## config.mk

```make
export PLATFORM = sky130hd
export DESIGN_NAME = sss_top
export DESIGN_NICKNAME = d
export VERILOG_FILES = /design/src/rtl/sss_pkg.sv /design/src/rtl/sss_top.sv /design/src/rtl/sss_filter.sv
export VERILOG_INCLUDE_DIRS = /design/src /design/src/rtl
export SDC_FILE = /design/constraint.sdc
export NUM_CORES = 1
export LEC_CHECK = 0
export ABC_AREA = 1
export ABC_CLOCK_PERIOD_IN_PS = 2250
export BUFFER_PORTS_ARGS = -buffer_cell sky130_fd_sc_hd__buf_4
export CAP_MARGIN = 20
export CORE_MARGIN = 5
export CORE_UTILIZATION = 53
export CTS_BUF_LIST = sky130_fd_sc_hd__clkbuf_8
export DETAILED_ROUTE_END_ITERATION = 8
export GPL_ROUTABILITY_DRIVEN = 0
export PLACE_DENSITY = 0.71
export SLEW_MARGIN = 20
export SYNTH_ARGS = -nofsm -noshare
export SYNTH_HDL_FRONTEND = slang
export SYNTH_SLANG_ARGS = --single-unit
```

## constraint.sdc

```tcl
create_clock -name ref_clk -period 2.25 [get_ports ref_clk]
set_input_delay 0.45 -clock ref_clk [delete_from_list [all_inputs] [get_ports ref_clk]]
set_output_delay 0.45 -clock ref_clk [all_outputs]
set_load 0.02 [all_outputs]
```

## src/rtl/sss_regs.svh

```systemverilog
// Purpose: Timing counts and limits of the supply sequencer supervisor
// Assumes: 20 MHz reference clock
// Notes:   Counts derive from printed times; long ones feed top parameters
//
// Functional notes
// RL1: Enable internal regulators only with battery above 5.5 V and wake qualified.
// RL2: Accept rising wake only after it persists for 150 us.
// RL3: With internal regulators ready, start primary regulator first with soft start.
// RL4: Primary rail above under-voltage enables secondary and ADC regulators.
// RL5: Without primary regulator, start secondary and ADC right after internal ready.
// RL6: Wake low for 1 ms disables internal regulators and all outputs.
// RL7: Persisting primary under/over-voltage drives primary reset low.
// RL8: Primary reset stays low the active duration after its fault clears.
// RL9: Persisting secondary under/over-voltage drives secondary reset low.
// RL10: Secondary reset stays low the active duration after its fault clears.
// RL11: Persisting ADC rail fault drives ADC monitor low, released after hold time.
// RL12: Supervise watchdog toggles; drive watchdog fault low on a fault.
// RL13: Thermal warning low above high limit, released below low limit.
// RL14: Above shutdown limit go safe; return to active below low limit.
// RL15: At power-up hold resets and ADC monitor low until rails pass under-voltage.
// RL16: Battery over/under-voltage beyond filter time enters safe; hysteresis exit.
// RL17: Charge-pump under-voltage beyond filter time enters safe; same time to exit.
// RL18: Repeated charge-pump, watchdog or thermal faults enter latched disable.
// RL19: Warning and watchdog outputs pull low or float; resets idle high.
// RL20: ADC select low picks 3.3 V target, high picks 5.0 V and thresholds.
// RL21: Rail fault filter time is 200 us.
// RL22: Battery and charge-pump fault filter time is 64 us.
// RL23: Reset and ADC monitor hold time after fault is 15 ms.
// RL24: Thermal warning deglitch time is 10 us.
// RL25: Filter timers restart from zero when their condition drops out.
`ifndef SSS_REGS_SVH
`define SSS_REGS_SVH

`define SSS_CLK_MHZ         20
`define SSS_BAT_START_MV    5500
`define SSS_ADC_LOW_MV      3300
`define SSS_ADC_HIGH_MV     5000

`define SSS_WPH_US          150
`define SSS_WPH_CYC         (`SSS_WPH_US * `SSS_CLK_MHZ)
`define SSS_WPL_MS          1
`define SSS_WPL_CYC         (`SSS_WPL_MS * 1000 * `SSS_CLK_MHZ)
`define SSS_RAIL_FILT_US    200
`define SSS_RAIL_FILT_CYC   (`SSS_RAIL_FILT_US * `SSS_CLK_MHZ)
`define SSS_SUP_FILT_US     64
`define SSS_SUP_FILT_CYC    (`SSS_SUP_FILT_US * `SSS_CLK_MHZ)
`define SSS_RST_ACT_MS      15
`define SSS_RST_ACT_CYC     (`SSS_RST_ACT_MS * 1000 * `SSS_CLK_MHZ)
`define SSS_TWN_DEGL_US     10
`define SSS_TWN_DEGL_CYC    (`SSS_TWN_DEGL_US * `SSS_CLK_MHZ)
`define SSS_WDG_TIMEOUT_US  10000
`define SSS_WDG_TIMEOUT_CYC (`SSS_WDG_TIMEOUT_US * `SSS_CLK_MHZ)

`define SSS_FILT_W          16
`define SSS_HOLD_W          19
`define SSS_WDG_W           18
`define SSS_LATCH_LIMIT     3'h4

`endif

```

## src/rtl/sss_pkg.sv

```systemverilog
// Purpose: Types of the supply sequencer supervisor
// Assumes: Rail index 0 primary, 1 secondary, 2 ADC
// Notes:   Sense bits are raw comparator levels from the analog side
`include "sss_regs.svh"

package sss_pkg;

	typedef struct packed {
		logic       wake;
		logic       bat_start_ok;
		logic       bat_ov_high;
		logic       bat_ov_low;
		logic       bat_uv_low;
		logic       bat_uv_high;
		logic       cp_uv;
		logic [2:0] rail_uv;
		logic [2:0] rail_ov;
		logic       temp_warn_high;
		logic       temp_below_low;
		logic       temp_shutdown;
		logic       internal_ready;
		logic       primary_used;
		logic       watchdog_toggle_in;
		logic       adc_voltage_select;
	} sss_sense_t;

	typedef enum logic [5:0] {
		SSS_OFF    = 6'b00_0001,
		SSS_INT_UP = 6'b00_0010,
		SSS_PRI_UP = 6'b00_0100,
		SSS_ACTIVE = 6'b00_1000,
		SSS_SAFE   = 6'b01_0000,
		SSS_LATCH  = 6'b10_0000
	} sss_mode_t;

	typedef struct packed {
		logic internal_regulator_en;
		logic primary_regulator_en;
		logic secondary_regulator_en;
		logic adc_linear_regulator_en;
		logic adc_target_5v;
		logic primary_rail_reset_n;
		logic secondary_rail_reset_n;
		logic adc_rail_good_n;
		logic thermal_warn_n_o;
		logic thermal_warn_n_oe;
		logic watchdog_fault_n_o;
		logic watchdog_fault_n_oe;
	} sss_drive_t;

	typedef struct packed {
		logic [`SSS_FILT_W-1:0] cnt;
		logic                   out;
	} sss_filt_st_t;

	typedef struct packed {
		sss_sense_t                   sync1;
		sss_sense_t                   sync2;
		logic                         wdg_prev;
		sss_mode_t                    mode;
		logic [2:0]                   rail_up;
		logic [2:0][`SSS_HOLD_W-1:0]  hold_cnt;
		logic                         tsd_hold;
		logic [`SSS_WDG_W-1:0]        wdg_cnt;
		logic                         wdg_fault;
		logic [2:0]                   latch_cnt;
		logic                         evt_prev;
		sss_drive_t                   drv;
	} sss_state_t;

endpackage

```

## src/rtl/sss_top.sv

```systemverilog
// Purpose: Wake qualification, rail sequencing and supervision outputs
// Assumes: Sense levels are asynchronous comparator outputs
// Notes:   Long counts are parameters so simulation can shorten them
`timescale 1ns/1ps
`default_nettype none
`include "sss_regs.svh"

module sss_top #(
	parameter int WPL_CYC         = `SSS_WPL_CYC,
	parameter int RST_ACT_CYC     = `SSS_RST_ACT_CYC,
	parameter int WDG_TIMEOUT_CYC = `SSS_WDG_TIMEOUT_CYC
) (
	// Clock and reset
	input  wire logic               ref_clk,
	input  wire logic               arst_n,
	// Analog comparators and straps
	input  wire sss_pkg::sss_sense_t sense,
	// Pin and regulator drive
	output var  sss_pkg::sss_drive_t drive,
	output var  sss_pkg::sss_mode_t  mode
);
	import sss_pkg::*;

	localparam logic [`SSS_HOLD_W-1:0] HOLD_LOAD =
		`SSS_HOLD_W'(RST_ACT_CYC - 1);
	localparam logic [`SSS_WDG_W-1:0] WDG_LIM =
		`SSS_WDG_W'(WDG_TIMEOUT_CYC - 1);

	sss_state_t st_ff;
	sss_state_t nxt_st;
	sss_sense_t s;
	logic       wake_q;
	logic [2:0] rail_fault;
	logic       bat_ov_f;
	logic       bat_uv_f;
	logic       cp_uv_f;
	logic       warn_f;
	logic       safe_req;
	logic       evt;
	logic       wdg_edge;
	logic [2:0] rail_en;
	logic [2:0] rail_low;

	// Second sync stage only; the first is read only to feed the second
	assign s = st_ff.sync2;

	// ------------------------------------------------------------
	// Condition filters
	// ------------------------------------------------------------
	sss_filter #(.SET_CYC(`SSS_WPH_CYC), .CLR_CYC(WPL_CYC)) u_wake (
		.ref_clk  (ref_clk),
		.arst_n   (arst_n),
		.set_cond (s.wake),     // [RL2]
		.clr_cond (!s.wake),    // [RL6]
		.level    (wake_q)
	);

	genvar gi;
	generate
		for (gi = 0; gi < 3; gi++) begin : g_rail
			sss_filter #(
				.SET_CYC(`SSS_RAIL_FILT_CYC),
				.CLR_CYC(`SSS_RAIL_FILT_CYC)
			) u_rail (
				.ref_clk  (ref_clk),
				.arst_n   (arst_n),
				.set_cond (s.rail_uv[gi] | s.rail_ov[gi]),   // [RL21]
				.clr_cond (!(s.rail_uv[gi] | s.rail_ov[gi])),
				.level    (rail_fault[gi])
			);
		end
	endgenerate

	// Battery windows exit on the opposite hysteresis comparator
	sss_filter #(.SET_CYC(`SSS_SUP_FILT_CYC), .CLR_CYC(`SSS_SUP_FILT_CYC))
	u_bat_ov (
		.ref_clk  (ref_clk),
		.arst_n   (arst_n),
		.set_cond (s.bat_ov_high),  // [RL16] [RL22]
		.clr_cond (s.bat_ov_low),
		.level    (bat_ov_f)
	);

	sss_filter #(.SET_CYC(`SSS_SUP_FILT_CYC), .CLR_CYC(`SSS_SUP_FILT_CYC))
	u_bat_uv (
		.ref_clk  (ref_clk),
		.arst_n   (arst_n),
		.set_cond (s.bat_uv_low),   // [RL16] [RL22]
		.clr_cond (s.bat_uv_high),
		.level    (bat_uv_f)
	);

	sss_filter #(.SET_CYC(`SSS_SUP_FILT_CYC), .CLR_CYC(`SSS_SUP_FILT_CYC))
	u_cp (
		.ref_clk  (ref_clk),
		.arst_n   (arst_n),
		.set_cond (s.cp_uv),        // [RL17] [RL22]
		.clr_cond (!s.cp_uv),
		.level    (cp_uv_f)
	);

	sss_filter #(.SET_CYC(`SSS_TWN_DEGL_CYC), .CLR_CYC(`SSS_TWN_DEGL_CYC))
	u_warn (
		.ref_clk  (ref_clk),
		.arst_n   (arst_n),
		.set_cond (s.temp_warn_high),  // [RL13] [RL24]
		.clr_cond (s.temp_below_low),
		.level    (warn_f)
	);

	// ------------------------------------------------------------
	// Next state
	// ------------------------------------------------------------
	always_comb begin
		nxt_st       = st_ff;
		nxt_st.sync1 = sense;
		nxt_st.sync2 = st_ff.sync1;
		nxt_st.wdg_prev = s.watchdog_toggle_in;
		wdg_edge = s.watchdog_toggle_in ^ st_ff.wdg_prev;

		// Shutdown holds until the die cools below the low limit
		if (s.temp_shutdown) begin
			nxt_st.tsd_hold = 1'b1; // [RL14]
		end else if (s.temp_below_low) begin
			nxt_st.tsd_hold = 1'b0; // [RL14]
		end

		safe_req = bat_ov_f | bat_uv_f | cp_uv_f | st_ff.tsd_hold; // [RL16] [RL17]

		// Count each new protective event; stop at the latch limit
		evt = cp_uv_f | st_ff.wdg_fault | s.temp_shutdown;
		nxt_st.evt_prev = evt;
		if (evt && !st_ff.evt_prev && st_ff.latch_cnt != `SSS_LATCH_LIMIT) begin
			nxt_st.latch_cnt = st_ff.latch_cnt + 3'h1; // [RL18]
		end

		unique case (st_ff.mode)
			SSS_OFF: begin
				nxt_st.latch_cnt = '0;
				if (wake_q && s.bat_start_ok) begin
					nxt_st.mode = SSS_INT_UP; // [RL1]
				end
			end
			SSS_INT_UP: begin
				if (safe_req) begin
					nxt_st.mode = SSS_SAFE;
				end else if (s.internal_ready) begin
					nxt_st.mode = s.primary_used ? SSS_PRI_UP   // [RL3]
						: SSS_ACTIVE;                            // [RL5]
				end
			end
			SSS_PRI_UP: begin
				if (safe_req) begin
					nxt_st.mode = SSS_SAFE;
				end else if (!s.rail_uv[0]) begin
					nxt_st.mode = SSS_ACTIVE; // [RL4]
				end
			end
			SSS_ACTIVE: begin
				if (safe_req) begin
					nxt_st.mode = SSS_SAFE; // [RL14] [RL16] [RL17]
				end
			end
			SSS_SAFE: begin
				if (!safe_req) begin
					nxt_st.mode = SSS_INT_UP;
				end
			end
			SSS_LATCH: begin
			end
			default: begin
				nxt_st.mode = SSS_OFF;
			end
		endcase

		if (nxt_st.latch_cnt == `SSS_LATCH_LIMIT) begin
			nxt_st.mode = SSS_LATCH; // [RL18]
		end
		if (!wake_q) begin
			nxt_st.mode = SSS_OFF; // [RL6]
		end

		// Watchdog runs only while the rails are up; a toggle wins
		if (nxt_st.mode != SSS_ACTIVE) begin
			nxt_st.wdg_cnt   = '0;
			nxt_st.wdg_fault = 1'b0;
		end else if (wdg_edge) begin
			nxt_st.wdg_cnt   = '0;
			nxt_st.wdg_fault = 1'b0; // [RL12]
		end else if (st_ff.wdg_cnt == WDG_LIM) begin
			nxt_st.wdg_fault = 1'b1; // [RL12]
		end else begin
			nxt_st.wdg_cnt = st_ff.wdg_cnt + 1'b1;
		end

		rail_en[0] = s.primary_used &&
			(nxt_st.mode == SSS_PRI_UP || nxt_st.mode == SSS_ACTIVE); // [RL3]
		rail_en[1] = nxt_st.mode == SSS_ACTIVE; // [RL4] [RL5]
		rail_en[2] = nxt_st.mode == SSS_ACTIVE;

		// Per rail: low until first good, then hold after each fault
		for (int i = 0; i < 3; i++) begin
			if (!rail_en[i]) begin
				nxt_st.rail_up[i]  = 1'b0;
				nxt_st.hold_cnt[i] = '0;
				rail_low[i]        = 1'b1;
			end else if (!st_ff.rail_up[i]) begin
				nxt_st.rail_up[i] = !s.rail_uv[i]; // [RL15]
				rail_low[i]       = 1'b1;
			end else if (rail_fault[i]) begin
				nxt_st.hold_cnt[i] = HOLD_LOAD; // [RL7] [RL9] [RL11]
				rail_low[i]        = 1'b1;
			end else if (st_ff.hold_cnt[i] != '0) begin
				nxt_st.hold_cnt[i] = st_ff.hold_cnt[i] - 1'b1; // [RL8] [RL10] [RL23]
				rail_low[i]        = 1'b1;
			end else begin
				rail_low[i] = 1'b0;
			end
		end

		nxt_st.drv.internal_regulator_en =
			nxt_st.mode inside {SSS_INT_UP, SSS_PRI_UP, SSS_ACTIVE, SSS_SAFE};
		nxt_st.drv.primary_regulator_en    = rail_en[0];
		nxt_st.drv.secondary_regulator_en  = rail_en[1];
		nxt_st.drv.adc_linear_regulator_en = rail_en[2];
		nxt_st.drv.adc_target_5v = s.adc_voltage_select; // [RL20]
		// Reset style pins idle high; all low while off, except primary reset when primary_used is low
		nxt_st.drv.primary_rail_reset_n   = !rail_low[0] || !s.primary_used;
		nxt_st.drv.secondary_rail_reset_n = !rail_low[1]; // [RL19]
		nxt_st.drv.adc_rail_good_n        = !rail_low[2];
		// Open drain pins: only ever pull low or release
		nxt_st.drv.thermal_warn_n_o    = 1'b0; // [RL19]
		nxt_st.drv.thermal_warn_n_oe   = warn_f && nxt_st.mode != SSS_OFF;
		nxt_st.drv.watchdog_fault_n_o  = 1'b0;
		nxt_st.drv.watchdog_fault_n_oe = nxt_st.wdg_fault;
	end

	always_ff @(posedge ref_clk or negedge arst_n) begin
		if (!arst_n) begin
			st_ff      <= '0;
			st_ff.mode <= SSS_OFF;
		end else begin
			st_ff <= nxt_st;
		end
	end

	assign drive = st_ff.drv;
	assign mode  = st_ff.mode;
endmodule

`default_nettype wire

```

## src/rtl/sss_filter.sv

```systemverilog
// Purpose: Persistence filter with separate set and clear times
// Assumes: Conditions are synchronous to ref_clk
// Notes:   Output flips only after its condition holds for the full time
`timescale 1ns/1ps
`default_nettype none
`include "sss_regs.svh"

module sss_filter #(
	parameter int SET_CYC = 16,
	parameter int CLR_CYC = 16
) (
	// Clock and reset
	input  wire logic ref_clk,
	input  wire logic arst_n,
	// Conditions
	input  wire logic set_cond,
	input  wire logic clr_cond,
	// Qualified level
	output var  logic level
);
	import sss_pkg::*;

	localparam logic [`SSS_FILT_W-1:0] SET_LIM = `SSS_FILT_W'(SET_CYC - 1);
	localparam logic [`SSS_FILT_W-1:0] CLR_LIM = `SSS_FILT_W'(CLR_CYC - 1);

	sss_filt_st_t st_ff;
	sss_filt_st_t nxt_st;
	logic         cond;
	logic [`SSS_FILT_W-1:0] lim;

	always_comb begin
		nxt_st = st_ff;
		cond   = st_ff.out ? clr_cond : set_cond;
		lim    = st_ff.out ? CLR_LIM : SET_LIM;
		if (!cond) begin
			nxt_st.cnt = '0; // [RL25]
		end else if (st_ff.cnt == lim) begin
			nxt_st.out = ~st_ff.out;
			nxt_st.cnt = '0;
		end else begin
			nxt_st.cnt = st_ff.cnt + 1'b1;
		end
	end

	always_ff @(posedge ref_clk or negedge arst_n) begin
		if (!arst_n) begin
			st_ff <= '0;
		end else begin
			st_ff <= nxt_st;
		end
	end

	assign level = st_ff.out;
endmodule

`default_nettype wire

```

==> results_dict.tcl <==
set metrics [dict create \
    synth_area_per_cell_sq_um 8.04 \
    antennaDiodeCount 0 \
    avgRoutedWirePerCell_um 12.9 \
    yosys-top-cells-count "329 x nand2_1, 306 x nor2_1, 274 x dfrtp_1, 198 x inv_1, 127 x nand3_1" \
    drt-pass1-iter-count 5 \
    max_freq_mhz 458 \
    ys.flop_type "dfrtp_1" \
    critPathCaptureType "register" \
    syn_area_sq_um 13900 \
    die_area_sq_um 29500 \
    core_area_sq_um 25900 \
    critPathMaxFanout 15 \
    cts.path.max_buffers 3 \
    n_fill_cell 2172 \
    synth.area.top_cells "dfrtp_1 49%, nand2_1 8.9%, nor2_1 8.3%" \
    worst_ep_arrival_time_ps 2630 \
    worst-endpoint-required_ps 2690 \
    slew-limit-headroom_pct 65.1 \
    cts_buffers 48 \
    ys_warn_count 0 \
    ys_seq_area_share_pct 49.6 \
    cts_tree "built" \
    ys_ff_latch 275 \
    syn_inst 1725 \
    yosysUniqueCellTypes 45 \
    drt-total-wl_um 28300 \
    vias_per_cell 5.13 \
    finClkSkew_ps 14.2 \
    fin_util_pct 62.3 \
    grt_pass1_wl_um 49400 \
    drtAntennaViolNets 0 \
    setup_violations 0 \
    grt_max_degree 56 \
    die_h_um 172 \
    cts_sinks 275 \
    rows 59 \
    placed_area_sq_um 14600 \
    synthArstFlopShare_pct 100 \
    status "finished, final reports clean" \
    instances_no_fill 2196 \
    dp_cells 2077 \
    grt.total_usage_pct 19.6 \
    drc_errors 0 \
    start_util_pct 53.5 \
    worstSetupPathType "register to register" \
    ioPinCount 40 \
    clock-root-buffer "clkbuf_8" \
    p_leak_nw 7.82 \
    final_area_sq_um 16100 \
    cts.clk_slew.worst_paths_ps 60 \
    portBuffers 37 \
    antenna_found_initial 0 \
    syn_to_final_growth_pct 16.4 \
    critPathMaxStageDelay_ps 380 \
    drv_cap 0 \
    clk_latency_ps 570 \
    synth_top_cell_by_area "dfrtp_1" \
    grt-ovfl-total 0 \
    slew_violations 0 \
    cp_slowest_cell "dfrtp_1" \
    worst_pin_slew_ps 524 \
    drt-initial-drc-count 667 \
    hpwl_um 19400 \
    startpoint_type "register" \
    timing.final.crit_share_pct 97.1 \
    synth_top_area_share_pct 49.4 \
    power_density_nw_per_um2 670 \
    vdd_drop_max_mv 0.842 \
    drive_gt1_share_pct 10.2 \
    crit_path_cell_trace "inv_1 -> ha_1 -> a21oi_2 -> nand2_2 -> nand2_2 -> nand2_1 -> nor2_2 -> nand3_2 -> nand2_4 -> nor2_8 -> buf_12 -> clkbuf_16 -> nand3_1 -> nand2_1" \
    grt_pass1_vias 11100 \
    period_needed_ps 2180 \
    hold_class "register to register" \
    fp.dieW_um 172 \
    yosysMostFrequentCell "nand2_1" \
    clock_tree.htree_level_count 2 \
    nets 1859 \
    vias 11300 \
    synth_edf_count 0 \
    finalHoldViolCount 0 \
]
## sequential cells by signal (all words and copies together) (netlist names)
name,cells
drive,9
g_rail.u_rail.level,3
g_rail.u_rail.st_ff,48
mode,6
nxt_st,22
s,18
st_ff,84
u_bat_ov.level,1
u_bat_ov.st_ff,16
u_bat_uv.level,1
u_bat_uv.st_ff,16
u_cp.level,1
u_cp.st_ff,16
u_wake.level,1
u_wake.st_ff,16
u_warn.level,1
u_warn.st_ff,16
## metrics by stage
stage	hold slack, ps	power [W]	setup WS [ps]	TNS [ps]
after CTS	348	0.0110	17.9	0
final	346	0.0108	66.3	0
after global routing	353	0.0113	-39.1	-441
after global placement	332	0.00568	160	0
after detailed placement	335	0.00570	66.0	0
after floorplan	154	0.00547	405	0
## power breakdown
part	switching (W)	internal, W	total (W)
Clock	0.00210	0.00309	0.00518
Combinational	0.000275	0.000178	0.000453
Sequential	0.0000917	0.00509	0.00518
Total	0.00246	0.00836	0.0108
## critical path: cells and delay by family, from the launching register on
kind | cells | cell delay [ps]
simple gates | 9 | 840
flops | 1 | 380
buf+inv | 3 | 380
compound gates | 1 | 240
fa+ha+maj | 1 | 210
## timing repair
action,in CTS,in global routing
gates resized for setup,0,20
setup endpoints to repair,0,82
buffers inserted,0,7
endpoints found under the hold margin,68,0
hold buffers,21,0
## path summary, 6_finish.rpt
check	slack [ps]	endpoint	cells past startpoint	start
setup / recovery	70	st_ff[92]	14	st_ff[13]
hold / removal	350	s[14]	0	nxt_st[117]
setup reg to reg	70	st_ff[92]	14	st_ff[13]
hold reg to reg	350	s[14]	0	nxt_st[117]
max in group asynchronous	1070	u_warn.st_ff[12]	3	arst_n
min in group asynchronous	400	g_rail[0].u_rail.st_ff[13]	2	arst_n
## cells by family after synthesis
kind of cell | after synthesis | synth area share, %
AND/OR/NAND/NOR | 960 | 30.8
buffers and inverters | 250 | 7.67
adder cells (fa/ha/maj) | 14 | 1.26
flip-flops | 275 | 49.6
AO/OA/AOI/OAI | 152 | 6.04
XOR/XNOR | 73 | 4.61
other | 1 | 0.0270
## area by class of cell
cell class / count / area, sq um / share of cell area (%)
inverters: 201 / 754 / 4.67
clock inverters: 29 / 299 / 1.85
clock buffers: 59 / 812 / 5.03
multi-input cells: 1201 / 5990 / 37.1
flip-flops and latches: 275 / 6880 / 42.6
repair buffers: 96 / 978 / 6.06
well taps: 335 / 419 / 2.60
## routing by layer
metal | share of wire (%) | routed length (um) | vias to the layer above | GRT usage [%]
li1 | - | - | 5793 | -
met1 | 49 | 13800 | 5224 | 27.6
met2 | 45 | 12900 | 197 | 31.7
met3 | 4.0 | 1140 | 47 | 3.06
met4 | 1.9 | 534 | 0 | 5.81
met5 | 0 | 0 | - | 0
## cell usage in the layout (no fill, tap or decap), types with 3 or more instances in the layout
cell type	n
o21a_1	10
buf_4	59
nor3_1	59
and3_1	4
xor2_1	59
nor2_2	12
nor2_1	299
or2_2	3
clkbuf_8	59
nor3b_1	35
buf_12	11
dlygate4sd3_1	21
xnor2_1	14
nand4_1	60
o31ai_1	3
o211a_1	3
nor4_1	21
a21oi_1	56
clkbuf_16	3
nand2_1	325
inv_1	206
dfrtp_1	274
nand3b_1	4
nand2_2	4
o21ai_0	65
inv_6	3
a31oi_1	3
bufinv_16	6
nand3_2	5
clkinv_2	11
ha_1	14
nand3_1	123
(Power assumes the default switching activity.)
